[config.mk]
export PLATFORM = sky130hd
export DESIGN_NAME = sdtc_core
export DESIGN_NICKNAME = d
export VERILOG_FILES = /design/src/logic/sdtc_pkg.sv /design/src/logic/sdtc_buf2.sv /design/src/logic/sdtc_core.sv
export SDC_FILE = /design/constraint.sdc
export NUM_CORES = 2
export LEC_CHECK = 0
export BUFFER_PORTS_ARGS = -buffer_cell sky130_fd_sc_hd__buf_2
export CORE_ASPECT_RATIO = 1.75
export CORE_MARGIN = 2
export CORE_UTILIZATION = 50
export DETAILED_ROUTE_END_ITERATION = 8
export PLACE_DENSITY_LB_ADDON = 0.2
export SYNTH_ARGS = -nofsm -noshare
export SYNTH_HDL_FRONTEND = slang
export SYNTH_SLANG_ARGS = --single-unit
[constraint.sdc]
create_clock -name clk_sys -period 4.2 [get_ports clk_sys]
set_clock_uncertainty 0.05 [all_clocks]
set_input_delay 0.42 -clock clk_sys [delete_from_list [all_inputs] [get_ports clk_sys]]
set_output_delay 0.42 -clock clk_sys [all_outputs]
set_load 0.005 [all_outputs]
[src/logic/sdtc_pkg.sv]
// Purpose: Shared constants and types for the SDRAM command-level device core.
// Assumes: One 40 MHz system clock; pins sampled on its rising edge.
// Notes:   Timing minima bind the controller; they are kept here for the bench.

// ============================================================
// Package
package sdtc_pkg;
    // Clock and widths
    localparam int CLK_PERIOD_PS = 25000;
    localparam int DQ_W = 32;
    localparam int DQM_W = 4;
    localparam int BYTE_W = 8;
    localparam int BA_W = 2;
    localparam int ADDR_W = 13;
    localparam int COL_W = 9;
    localparam int MEM_COL_W = 4;
    localparam int MEM_IDX_W = BA_W + MEM_COL_W;
    localparam int MEM_WORDS = 1 << MEM_IDX_W;

    // Mode register field positions
    localparam int MR_BL_LSB = 0;
    localparam int MR_BT_BIT = 3;
    localparam int MR_CL_LSB = 4;
    localparam int MR_WBL_BIT = 9;

    // Mode register codes and reset value (latency 2, burst 1)
    localparam logic [2:0] BL_1 = 3'h0;
    localparam logic [2:0] BL_2 = 3'h1;
    localparam logic [2:0] BL_4 = 3'h2;
    localparam logic [2:0] BL_8 = 3'h3;
    localparam logic [2:0] BL_FULL = 3'h7;
    localparam logic [2:0] CL_MIN = 3'h2;
    localparam logic [ADDR_W-1:0] MODE_RST = 13'h0020;

    // Command codes on {row strobe, column strobe, write strobe}
    localparam logic [2:0] CMD_MRS = 3'h0;
    localparam logic [2:0] CMD_AREF = 3'h1;
    localparam logic [2:0] CMD_PRE = 3'h2;
    localparam logic [2:0] CMD_ACT = 3'h3;
    localparam logic [2:0] CMD_WR = 3'h4;
    localparam logic [2:0] CMD_RD = 3'h5;
    localparam logic [2:0] CMD_BST = 3'h6;
    localparam logic [2:0] CMD_NOP = 3'h7;

    // Controller-side minima, fast grade, in ps (power-up in us), and cycles rounded up
    localparam int T_RC_PS = 66000;
    localparam int T_RRD_PS = 12000;
    localparam int T_RCD_PS = 18000;
    localparam int T_RP_PS = 18000;
    localparam int T_RAS_PS = 42000;
    localparam int T_SRX_PS = 70000;
    localparam int T_PWRUP_US = 200;
    localparam int T_RC_CYC = (T_RC_PS + CLK_PERIOD_PS - 1) / CLK_PERIOD_PS;
    localparam int T_RRD_CYC = (T_RRD_PS + CLK_PERIOD_PS - 1) / CLK_PERIOD_PS;
    localparam int T_RCD_CYC = (T_RCD_PS + CLK_PERIOD_PS - 1) / CLK_PERIOD_PS;
    localparam int T_RP_CYC = (T_RP_PS + CLK_PERIOD_PS - 1) / CLK_PERIOD_PS;
    localparam int T_RAS_CYC = (T_RAS_PS + CLK_PERIOD_PS - 1) / CLK_PERIOD_PS;
    localparam int T_SRX_CYC = (T_SRX_PS + CLK_PERIOD_PS - 1) / CLK_PERIOD_PS;
    localparam int T_MRS_CYC = 2;
    localparam int T_CCD_CYC = 1;
    localparam int PWRUP_CYC = (T_PWRUP_US * 1000000 + CLK_PERIOD_PS - 1) / CLK_PERIOD_PS;

    // Device operating state
    typedef enum logic {ST_RUN = 1'b0, ST_SREF = 1'b1} sdtc_state_t;

    // Controller-driven pins sampled each edge
    typedef struct packed {
        logic cs_n;
        logic ras_n;
        logic cas_n;
        logic we_n;
        logic cke;
        logic [BA_W-1:0] ba;
        logic [ADDR_W-1:0] addr;
        logic [DQM_W-1:0] dqm;
    } sdtc_pins_t;
endpackage : sdtc_pkg

[src/logic/sdtc_buf2.sv]
// Purpose: Two-entry valid/ready buffer in the read data path.
// Assumes: Single clock, active-low synchronous-released reset.
// Notes:   Full stays honest: in_ready drops with both entries held.

`timescale 1ns/1ps

// ============================================================
// Two-entry buffer
module sdtc_buf2 #(
    parameter int W = 32
) (
    input wire logic clk,              // System clock
    input wire logic rst_n,            // Synchronised reset
    input wire logic in_valid,         // Word offered
    output logic in_ready,             // Room for a word
    input wire logic [W-1:0] in_data,  // Offered word
    output logic out_valid,            // Word available
    input wire logic out_ready,        // Drain side takes word
    output logic [W-1:0] out_data      // Oldest word
);
    logic [W-1:0] ent_q [2];
    logic wp_q;
    logic rp_q;
    logic [1:0] cnt_q;
    logic push;
    logic pop;

    // Handshake terms
    assign in_ready = (cnt_q != 2'h2);
    assign out_valid = (cnt_q != 2'h0);
    assign out_data = ent_q[rp_q];
    assign push = in_valid & in_ready;
    assign pop = out_valid & out_ready;

    // Pointers and fill count
    always_ff @(posedge clk or negedge rst_n) begin
        if (!rst_n) begin
            wp_q <= 1'b0;
            rp_q <= 1'b0;
            cnt_q <= 2'h0;
        end else begin
            if (push) wp_q <= ~wp_q;
            if (pop) rp_q <= ~rp_q;
            cnt_q <= cnt_q + {1'b0, push} - {1'b0, pop};
        end
    end

    // Storage; no reset needed, guarded by count
    always_ff @(posedge clk) begin
        if (push) ent_q[wp_q] <= in_data;
    end
endmodule : sdtc_buf2

[src/logic/sdtc_core.sv]
// Purpose: Command-level SDRAM device core: mode, bursts, masks, suspend, self refresh.
// Assumes: Controller keeps its own timing minima; array is a small stand-in.
// Notes:   Summary of operation follows.

`timescale 1ns/1ps

// ============================================================
// Device core
module sdtc_core
    import sdtc_pkg::*;
(
    input wire logic clk_sys,                 // 40 MHz system clock
    input wire logic rstn,                    // Asynchronous reset, active low
    input wire sdtc_pins_t pins,              // Command, address, gate, mask pins
    input wire logic [DQ_W-1:0] dq_in,        // Data pin input side
    output logic [DQ_W-1:0] dq_out,           // Data pin output side
    output logic [DQM_W-1:0] dq_oe_n,         // Per-byte output enable, low drives
    output logic sref_active                  // High while in self refresh
);
    // ============================================================
    // Reset release
    logic rst_s1_q;
    logic rst_n_q;

    // Two-stage release keeps recovery off the async path
    always_ff @(posedge clk_sys or negedge rstn) begin
        if (!rstn) begin
            rst_s1_q <= 1'b0;
            rst_n_q <= 1'b0;
        end else begin
            rst_s1_q <= 1'b1;
            rst_n_q <= rst_s1_q;
        end
    end

    // ============================================================
    // Clock gate and command decode
    sdtc_state_t state_q;
    logic ck_en_q;
    logic [ADDR_W-1:0] mode_q;
    logic [2:0] cmd;
    logic cmd_live;
    logic rd_go;
    logic wr_go;
    logic stop_go;
    logic col_cmd;
    logic sref_go;

    assign cmd = {pins.ras_n, pins.cas_n, pins.we_n};
    // Commands count only with the internal clock running
    assign cmd_live = ck_en_q & ~pins.cs_n & (state_q == ST_RUN);
    assign rd_go = cmd_live & (cmd == CMD_RD);
    assign wr_go = cmd_live & (cmd == CMD_WR);
    assign stop_go = cmd_live & ((cmd == CMD_BST) | (cmd == CMD_PRE));
    assign col_cmd = rd_go | wr_go | stop_go;
    assign sref_go = cmd_live & (cmd == CMD_AREF) & ~pins.cke;

    // Internal clock follows the gate one edge late
    always_ff @(posedge clk_sys or negedge rst_n_q) begin
        if (!rst_n_q) ck_en_q <= 1'b1;
        else ck_en_q <= pins.cke;
    end

    // Self refresh: only the gate is watched while inside
    always_ff @(posedge clk_sys or negedge rst_n_q) begin
        if (!rst_n_q) state_q <= ST_RUN;
        else begin
            unique case (state_q)
                ST_RUN: if (sref_go) state_q <= ST_SREF;
                ST_SREF: if (pins.cke) state_q <= ST_RUN;
            endcase
        end
    end
    assign sref_active = (state_q == ST_SREF);

    // Mode register programming
    always_ff @(posedge clk_sys or negedge rst_n_q) begin
        if (!rst_n_q) mode_q <= MODE_RST;
        else if (cmd_live && cmd == CMD_MRS) mode_q <= pins.addr;
    end

    // ============================================================
    // Burst sequencing
    logic [2:0] bl_code;
    logic [2:0] cl_code;
    logic [COL_W-1:0] bl_mask;
    logic rd_act_q;
    logic wr_act_q;
    logic [COL_W-1:0] col_start_q;
    logic [BA_W-1:0] bank_q;
    logic [COL_W-1:0] cnt_q;
    logic [COL_W-1:0] col_cur;
    logic last_beat;
    logic wr_beat;
    logic rd_push;
    logic buf_in_rdy;
    logic one_beat;

    assign bl_code = mode_q[MR_BL_LSB +: 3];
    assign cl_code = mode_q[MR_CL_LSB +: 3];

    // Burst span mask; full page wraps over the whole row
    always_comb begin
        unique case (bl_code)
            BL_1: bl_mask = 9'h000;
            BL_2: bl_mask = 9'h001;
            BL_4: bl_mask = 9'h003;
            BL_8: bl_mask = 9'h007;
            default: bl_mask = 9'h1ff;
        endcase
    end

    // Interleave flips bits, sequential wraps inside the span
    assign col_cur = mode_q[MR_BT_BIT] ? (col_start_q ^ cnt_q) :
        ((col_start_q & ~bl_mask) | ((col_start_q + cnt_q) & bl_mask));
    // Full page never ends on its own, only by a new command
    assign last_beat = (bl_code != BL_FULL) && (cnt_q == bl_mask);
    assign one_beat = (bl_code == BL_1) | mode_q[MR_WBL_BIT];
    assign wr_beat = wr_act_q & ck_en_q & ~col_cmd;
    // Fetch runs one edge after the command; a following column command still lets it land
    assign rd_push = rd_act_q & ck_en_q & buf_in_rdy;

    // Burst engine; a new column command cuts the old burst
    always_ff @(posedge clk_sys or negedge rst_n_q) begin
        if (!rst_n_q) begin
            rd_act_q <= 1'b0;
            wr_act_q <= 1'b0;
            col_start_q <= '0;
            bank_q <= '0;
            cnt_q <= '0;
        end else if (rd_go) begin
            rd_act_q <= 1'b1;
            wr_act_q <= 1'b0;
            col_start_q <= pins.addr[COL_W-1:0];
            bank_q <= pins.ba;
            cnt_q <= '0;
        end else if (wr_go) begin
            rd_act_q <= 1'b0;
            wr_act_q <= ~one_beat;
            col_start_q <= pins.addr[COL_W-1:0];
            bank_q <= pins.ba;
            cnt_q <= 9'h001;
        end else if (stop_go || sref_go) begin
            rd_act_q <= 1'b0;
            wr_act_q <= 1'b0;
        end else if (ck_en_q) begin
            // Frozen while the internal clock is held
            if (rd_push || wr_beat) begin
                cnt_q <= cnt_q + 9'h001;
                if (last_beat) begin
                    rd_act_q <= 1'b0;
                    wr_act_q <= 1'b0;
                end
            end
        end
    end

    // ============================================================
    // Storage array
    logic [DQ_W-1:0] mem_q [MEM_WORDS];
    logic [MEM_IDX_W-1:0] wr_idx;
    logic [MEM_IDX_W-1:0] rd_idx;
    logic wr_en;

    assign wr_en = wr_go | wr_beat;
    assign wr_idx = wr_go ? {pins.ba, pins.addr[MEM_COL_W-1:0]} :
        {bank_q, col_cur[MEM_COL_W-1:0]};
    assign rd_idx = {bank_q, col_cur[MEM_COL_W-1:0]};

    // Per-byte write, each lane gated by its mask bit
    // One process owns the array, so each lane loop stays inside it
    always_ff @(posedge clk_sys) begin
        for (int b = 0; b < DQM_W; b++) begin
            if (wr_en && !pins.dqm[b]) begin
                mem_q[wr_idx][b*BYTE_W +: BYTE_W] <= dq_in[b*BYTE_W +: BYTE_W];
            end
        end
    end

    // ============================================================
    // Read data path
    logic buf_out_vld;
    logic [DQ_W-1:0] buf_out_data;
    logic pop;
    logic stg_vld_q;
    logic [DQ_W-1:0] stg_data_q;
    logic out_vld;
    logic [DQ_W-1:0] out_word;

    // Buffer lets a suspended drain stall the burst without dropping words
    sdtc_buf2 #(.W(DQ_W)) u_rdbuf (
        .clk(clk_sys),
        .rst_n(rst_n_q),
        .in_valid(rd_push),
        .in_ready(buf_in_rdy),
        .in_data(mem_q[rd_idx]),
        .out_valid(buf_out_vld),
        .out_ready(ck_en_q),
        .out_data(buf_out_data)
    );

    // Latency three adds one stage behind the buffer, frozen with the gate
    always_ff @(posedge clk_sys or negedge rst_n_q) begin
        if (!rst_n_q) begin
            stg_vld_q <= 1'b0;
            stg_data_q <= '0;
        end else if (ck_en_q) begin
            stg_vld_q <= buf_out_vld;
            stg_data_q <= buf_out_data;
        end
    end
    assign out_vld = (cl_code == CL_MIN) ? buf_out_vld : stg_vld_q;
    assign out_word = (cl_code == CL_MIN) ? buf_out_data : stg_data_q;
    assign pop = out_vld & ck_en_q;

    // Output stage; held while suspended, released in self refresh
    always_ff @(posedge clk_sys or negedge rst_n_q) begin
        if (!rst_n_q) begin
            dq_out <= '0;
            dq_oe_n <= '1;
        end else if (state_q == ST_SREF) begin
            dq_oe_n <= '1;
        end else if (pop) begin
            dq_out <= out_word;
            dq_oe_n <= pins.dqm;
        end else if (ck_en_q) begin
            dq_oe_n <= '1;
        end
    end

    // ============================================================
    // Checks
    logic [MEM_IDX_W-1:0] chk_idx_q;
    logic [DQ_W-1:0] chk_old_q;

    // Snapshot of the word about to be written
    always_ff @(posedge clk_sys) begin
        chk_idx_q <= wr_idx;
        chk_old_q <= mem_q[wr_idx];
    end

    a_mask_blocks: assert property (@(posedge clk_sys) disable iff (!rst_n_q)
        wr_en && (&pins.dqm) |=> mem_q[chk_idx_q] == chk_old_q)
        else $error("masked write changed storage");
    a_read_lane_off: assert property (@(posedge clk_sys) disable iff (!rst_n_q)
        pop && pins.dqm[0] && state_q == ST_RUN |=> dq_oe_n[0])
        else $error("masked read lane still driven");
    a_read_lane_on: assert property (@(posedge clk_sys) disable iff (!rst_n_q)
        pop && !pins.dqm[1] && state_q == ST_RUN |=> !dq_oe_n[1] && dq_out == $past(out_word))
        else $error("unmasked read lane not driven");
    a_col_back2back: assert property (@(posedge clk_sys) disable iff (!rst_n_q)
        rd_go ##1 wr_go |=> !rd_act_q && col_start_q == $past(pins.addr[COL_W-1:0]))
        else $error("back to back column command lost");
    a_sref_holds: assert property (@(posedge clk_sys) disable iff (!rst_n_q)
        state_q == ST_SREF && !pins.cke |=> state_q == ST_SREF && (&dq_oe_n) && $stable(mode_q))
        else $error("self refresh left or disturbed");
    a_sref_entry: assert property (@(posedge clk_sys) disable iff (!rst_n_q)
        sref_go |=> state_q == ST_SREF ##1 (&dq_oe_n))
        else $error("self refresh not entered");
    a_aref_stays: assert property (@(posedge clk_sys) disable iff (!rst_n_q)
        cmd_live && cmd == CMD_AREF && pins.cke |=> state_q == ST_RUN)
        else $error("auto refresh entered self refresh");
    a_suspend_freeze: assert property (@(posedge clk_sys) disable iff (!rst_n_q)
        !pins.cke && state_q == ST_RUN |-> ##2 $stable(dq_out) && $stable(cnt_q))
        else $error("burst moved while suspended");
    a_resume_lat: assert property (@(posedge clk_sys) disable iff (!rst_n_q)
        !ck_en_q && pins.cke |=> ck_en_q)
        else $error("resume latency wrong");

    c_read_burst: cover property (@(posedge clk_sys) disable iff (!rst_n_q)
        rd_go ##[1:12] (pop && !pins.dqm[0]));
    c_write_burst: cover property (@(posedge clk_sys) disable iff (!rst_n_q)
        wr_go ##1 wr_beat ##1 wr_beat);
    c_sref_cycle: cover property (@(posedge clk_sys) disable iff (!rst_n_q)
        sref_go ##[2:20] (state_q == ST_SREF && pins.cke));
    c_suspend_read: cover property (@(posedge clk_sys) disable iff (!rst_n_q)
        rd_act_q && !pins.cke ##1 !ck_en_q && !buf_in_rdy);
endmodule : sdtc_core

==> results.sh <==
export IMPL_synth_warnings=0
export IMPL_finalCritPeriodShare_pct=97.2
export IMPL_p_leak_nw=35.7
export IMPL_cts_root_buffer="clkbuf_16"
export IMPL_initial_core_util_pct=50.3
export IMPL_yosys_area_top_type="edfxtp_1"
export IMPL_combPwrFrac_pct=38.6
export IMPL_reg2reg_depth=9
export IMPL_p_sw_mw=25.9
export IMPL_area_growth_pct=14.2
export IMPL_yosysMostFrequentCell="edfxtp_1"
export IMPL_clockPowerShare_pct=25.3
export IMPL_hpwl_um=159000
export IMPL_htree_levels=4
export IMPL_insertion_delay_ns=0.82
export IMPL_dr_pass1_iters=7
export IMPL_cts_sinks=2214
export IMPL_synthDistinctLibCells=65
export IMPL_vias=56093
export IMPL_synth_top_flop_cell="edfxtp_1"
export IMPL_setup_worst_path_start="sref_active"
export IMPL_rows=204
export IMPL_cp_arrival_ns=4.56
export IMPL_synth_adder_area_share_pct=0.107
export IMPL_drive_gt1_share_pct=13.7
export IMPL_switching_share_pct=37.1
export IMPL_synth_compound_area_share_pct=4.79
export IMPL_timing_rr_start="sref_active"
export IMPL_track_usage_pct=26.9
export IMPL_synth_top_area_share_pct=71.4
export IMPL_fin_cells=9512
export IMPL_die_h_um=561
export IMPL_p_seq_share_pct=36.1
export IMPL_power_density_nw_per_um2=688
export IMPL_path_max_fanout=10
export IMPL_postSynthCellCount=6666
export IMPL_via_per_inst=5.90
export IMPL_yosys_area_share_simple_pct=14.9
export IMPL_clk_pin_slew_ns=0.07
export IMPL_start_kind="register"
export IMPL_design_area_um2=101000
export IMPL_antenna_found_initial=13
export IMPL_slew_headroom_pct=23.3
export IMPL_grt_pass1_wl_um=358000
export IMPL_io_pins=95
export IMPL_status="finished clean"
export IMPL_hold_depth=1
export IMPL_cts_tree="built"
export IMPL_synth_top_family_by_area="simple AND/OR/NAND/NOR gates"
export IMPL_numCtsBuffers=193
export IMPL_grt_max_degree=98
export IMPL_place_area_um2=94800
export IMPL_gp_congestion=0.895
export IMPL_synth_xor_area_share_pct=0.138
export IMPL_die_area_um2=181000
export IMPL_hold_start="dq_in[12]"
export IMPL_synth_seq_cells=2214
export IMPL_finalWirelength_um=245000
export IMPL_dp_cells=9136
export IMPL_final_setup_worst_slack_ns=0.117
export IMPL_muxShareOfSynthArea_pct=3.45
export IMPL_p_int_mw=43.9
export IMPL_cp_end_kind="register"
export IMPL_synth_nets=6731
export IMPL_worst_pin_slew_ns=1.15
export IMPL_synth_seq_area_share_pct=74.3
export IMPL_max_freq_mhz=245
export IMPL_ant_nets=0
export IMPL_nets=7058
export IMPL_port_buffers=89
export IMPL_worst_hold_path_type="in -> reg"
export IMPL_fillers=13789
export IMPL_slew_viol_final=0
export IMPL_synth_edf_count=2112
export IMPL_min_period_ns=4.08
export IMPL_dieWidth_um=323
export IMPL_wl_per_cell_um=25.7
export IMPL_finalHoldViolations=0
export IMPL_synth_area_leaders="edfxtp_1 71%, nand2_1 7.9%, nand3_1 3.8%"
export IMPL_drt_iter0_drc=5987
export IMPL_synthArstFlopShare_pct=4.61
export IMPL_netlist_area_um2=88800
export IMPL_clockBufferDepth=4
export IMPL_ir_drop_uv=489
export IMPL_post_route_util_pct=57.5
export IMPL_crit_type="reg -> reg"
export IMPL_hold_ws_ns=0.0446
export IMPL_syn_area_per_cell_um2=13.3
export IMPL_dp_slack_ns=-0.177
export IMPL_setup_viol=0
export IMPL_cap_violations=0
export IMPL_synth_common_cells="2,112 x edfxtp_1, 1,867 x nand2_1, 681 x nand3_1"
export IMPL_drc_errors=0
export IMPL_core_um2=176000
export IMPL_gr_total_overflow=0
export IMPL_grt_pass1_vias=54975
export IMPL_crit_required_ns=4.68
[worst paths after layout]
check | slack [ns] | to
max reg2reg | 0.12 | mem_q[13][15]
min reg2reg | 0.24 | mode_q[4]
min in group asynchronous | 0.24 | mode_q[4]
min | 0.04 | mem_q[5][12]
max in group asynchronous | 2.91 | dq_out[17]
max | 0.12 | mem_q[13][15]
[layout make-up]
cell class | count | area [um^2] | share of cell area, %
multi-input combinational | 3978 | 21100 | 20.8
clock inverter | 107 | 1020 | 1.01
tap | 2369 | 2960 | 2.92
inverter | 9 | 33.8 | 0.0333
sequential | 2214 | 66000 | 65.1
antenna | 9 | 22.5 | 0.0222
clock buffer | 229 | 5100 | 5.03
timing repair buffer | 597 | 5160 | 5.09
[critical path: stages, from the launching register on]
cell and delay [ns]:
dfrtp_1 0.45, inv_1 0.14, nand3b_1 0.23, nor3b_2 0.28, nand2_1 0.49, o41ai_4 0.90
nand2_2 0.39, buf_4 0.30, nor2_1 0.33, buf_4 0.22
[power groups by stage]
stage | registers [mW] | clock network, mW | logic [mW]
5_1_grt | 25.2 | 18.6 | 28.7
2_1_floorplan | 25.5 | 0 | 15.6
4_1_cts | 25.2 | 17.8 | 26.7
6_report | 25.2 | 17.6 | 26.9
3_3_place_gp | 25.7 | 0 | 26.2
3_5_place_dp | 25.7 | 0 | 26.5
[logic make-up after synthesis]
family,Yosys count
XOR/XNOR,14
multiplexers,263
adder cells (fa/ha/maj),7
buffers and inverters,474
AND/OR/NAND/NOR,3111
flip-flops,2214
AO/OA/AOI/OAI,582
other,1
[registers in the layout, indices dropped and copies added (netlist names), 2 cells and up]
signal,count
u_rdbuf.cnt_q,2
mode_q,8
dq_oe_n,4
u_rdbuf.ent_q,64
stg_data_q,32
cnt_q,9
dq_out,32
mem_q,2048
bank_q,2
col_start_q,4
[layout by cell type, fill, tap and decap left out, drive strengths merged, types with 6 or more instances in the layout]
master / synthesis / layout
nand2: 1871 / 1871
nor2: 314 / 314
buf: 225 / 575
o22ai: 54 / 54
mux2i: 216 / 216
mux4: 33 / 33
clkinvlp: 0 / 6
clkinv: 0 / 79
a31oi: 111 / 111
xor2: 7 / 7
mux2: 14 / 14
inv: 9 / 10
a32oi: 12 / 12
a21oi: 47 / 47
o311ai: 12 / 12
and3: 173 / 173
nand3: 681 / 681
xnor2: 7 / 7
dfstp: 6 / 6
or4: 20 / 20
nand2b: 11 / 11
dlygate4sd3: 0 / 22
dfrtp: 96 / 96
clkbuf: 240 / 229
edfxtp: 2112 / 2112
ha: 6 / 6
a311oi: 224 / 224
a311o: 12 / 12
o21ai: 74 / 74
bufinv: 0 / 21
nand4: 10 / 10
diode: 0 / 9
[per-layer routing]
layer | GRT usage (%) | routed length [um] | vias to the layer above | share of wire, %
li1 | - | - | 25165 | -
met1 | 32.5 | 89700 | 28106 | 37
met2 | 47.0 | 125000 | 2243 | 51
met3 | 3.04 | 15300 | 577 | 6.2
met4 | 14.4 | 14400 | 2 | 5.9
met5 | 0 | 11 | - | 0.0045
[stage by stage]
stage	setup TNS (ns)	power, mW
2_1_floorplan	0	41.1
3_3_place_gp	-17.14	51.9
3_5_place_dp	-20.74	52.2
4_1_cts	-0.374	69.7
5_1_grt	-0.0495	72.5
6_report	0	69.7
[repair_timing]
item                                    CTS  global route
buffers inserted                          3             6
endpoints found under the hold margin    63             0
pin swaps                                 1             1
gates cloned                              0             0
endpoints found under the setup margin  364           544
resized for setup                        18            43
hold buffers                             22             0
Power figures use the tool's default switching activity.
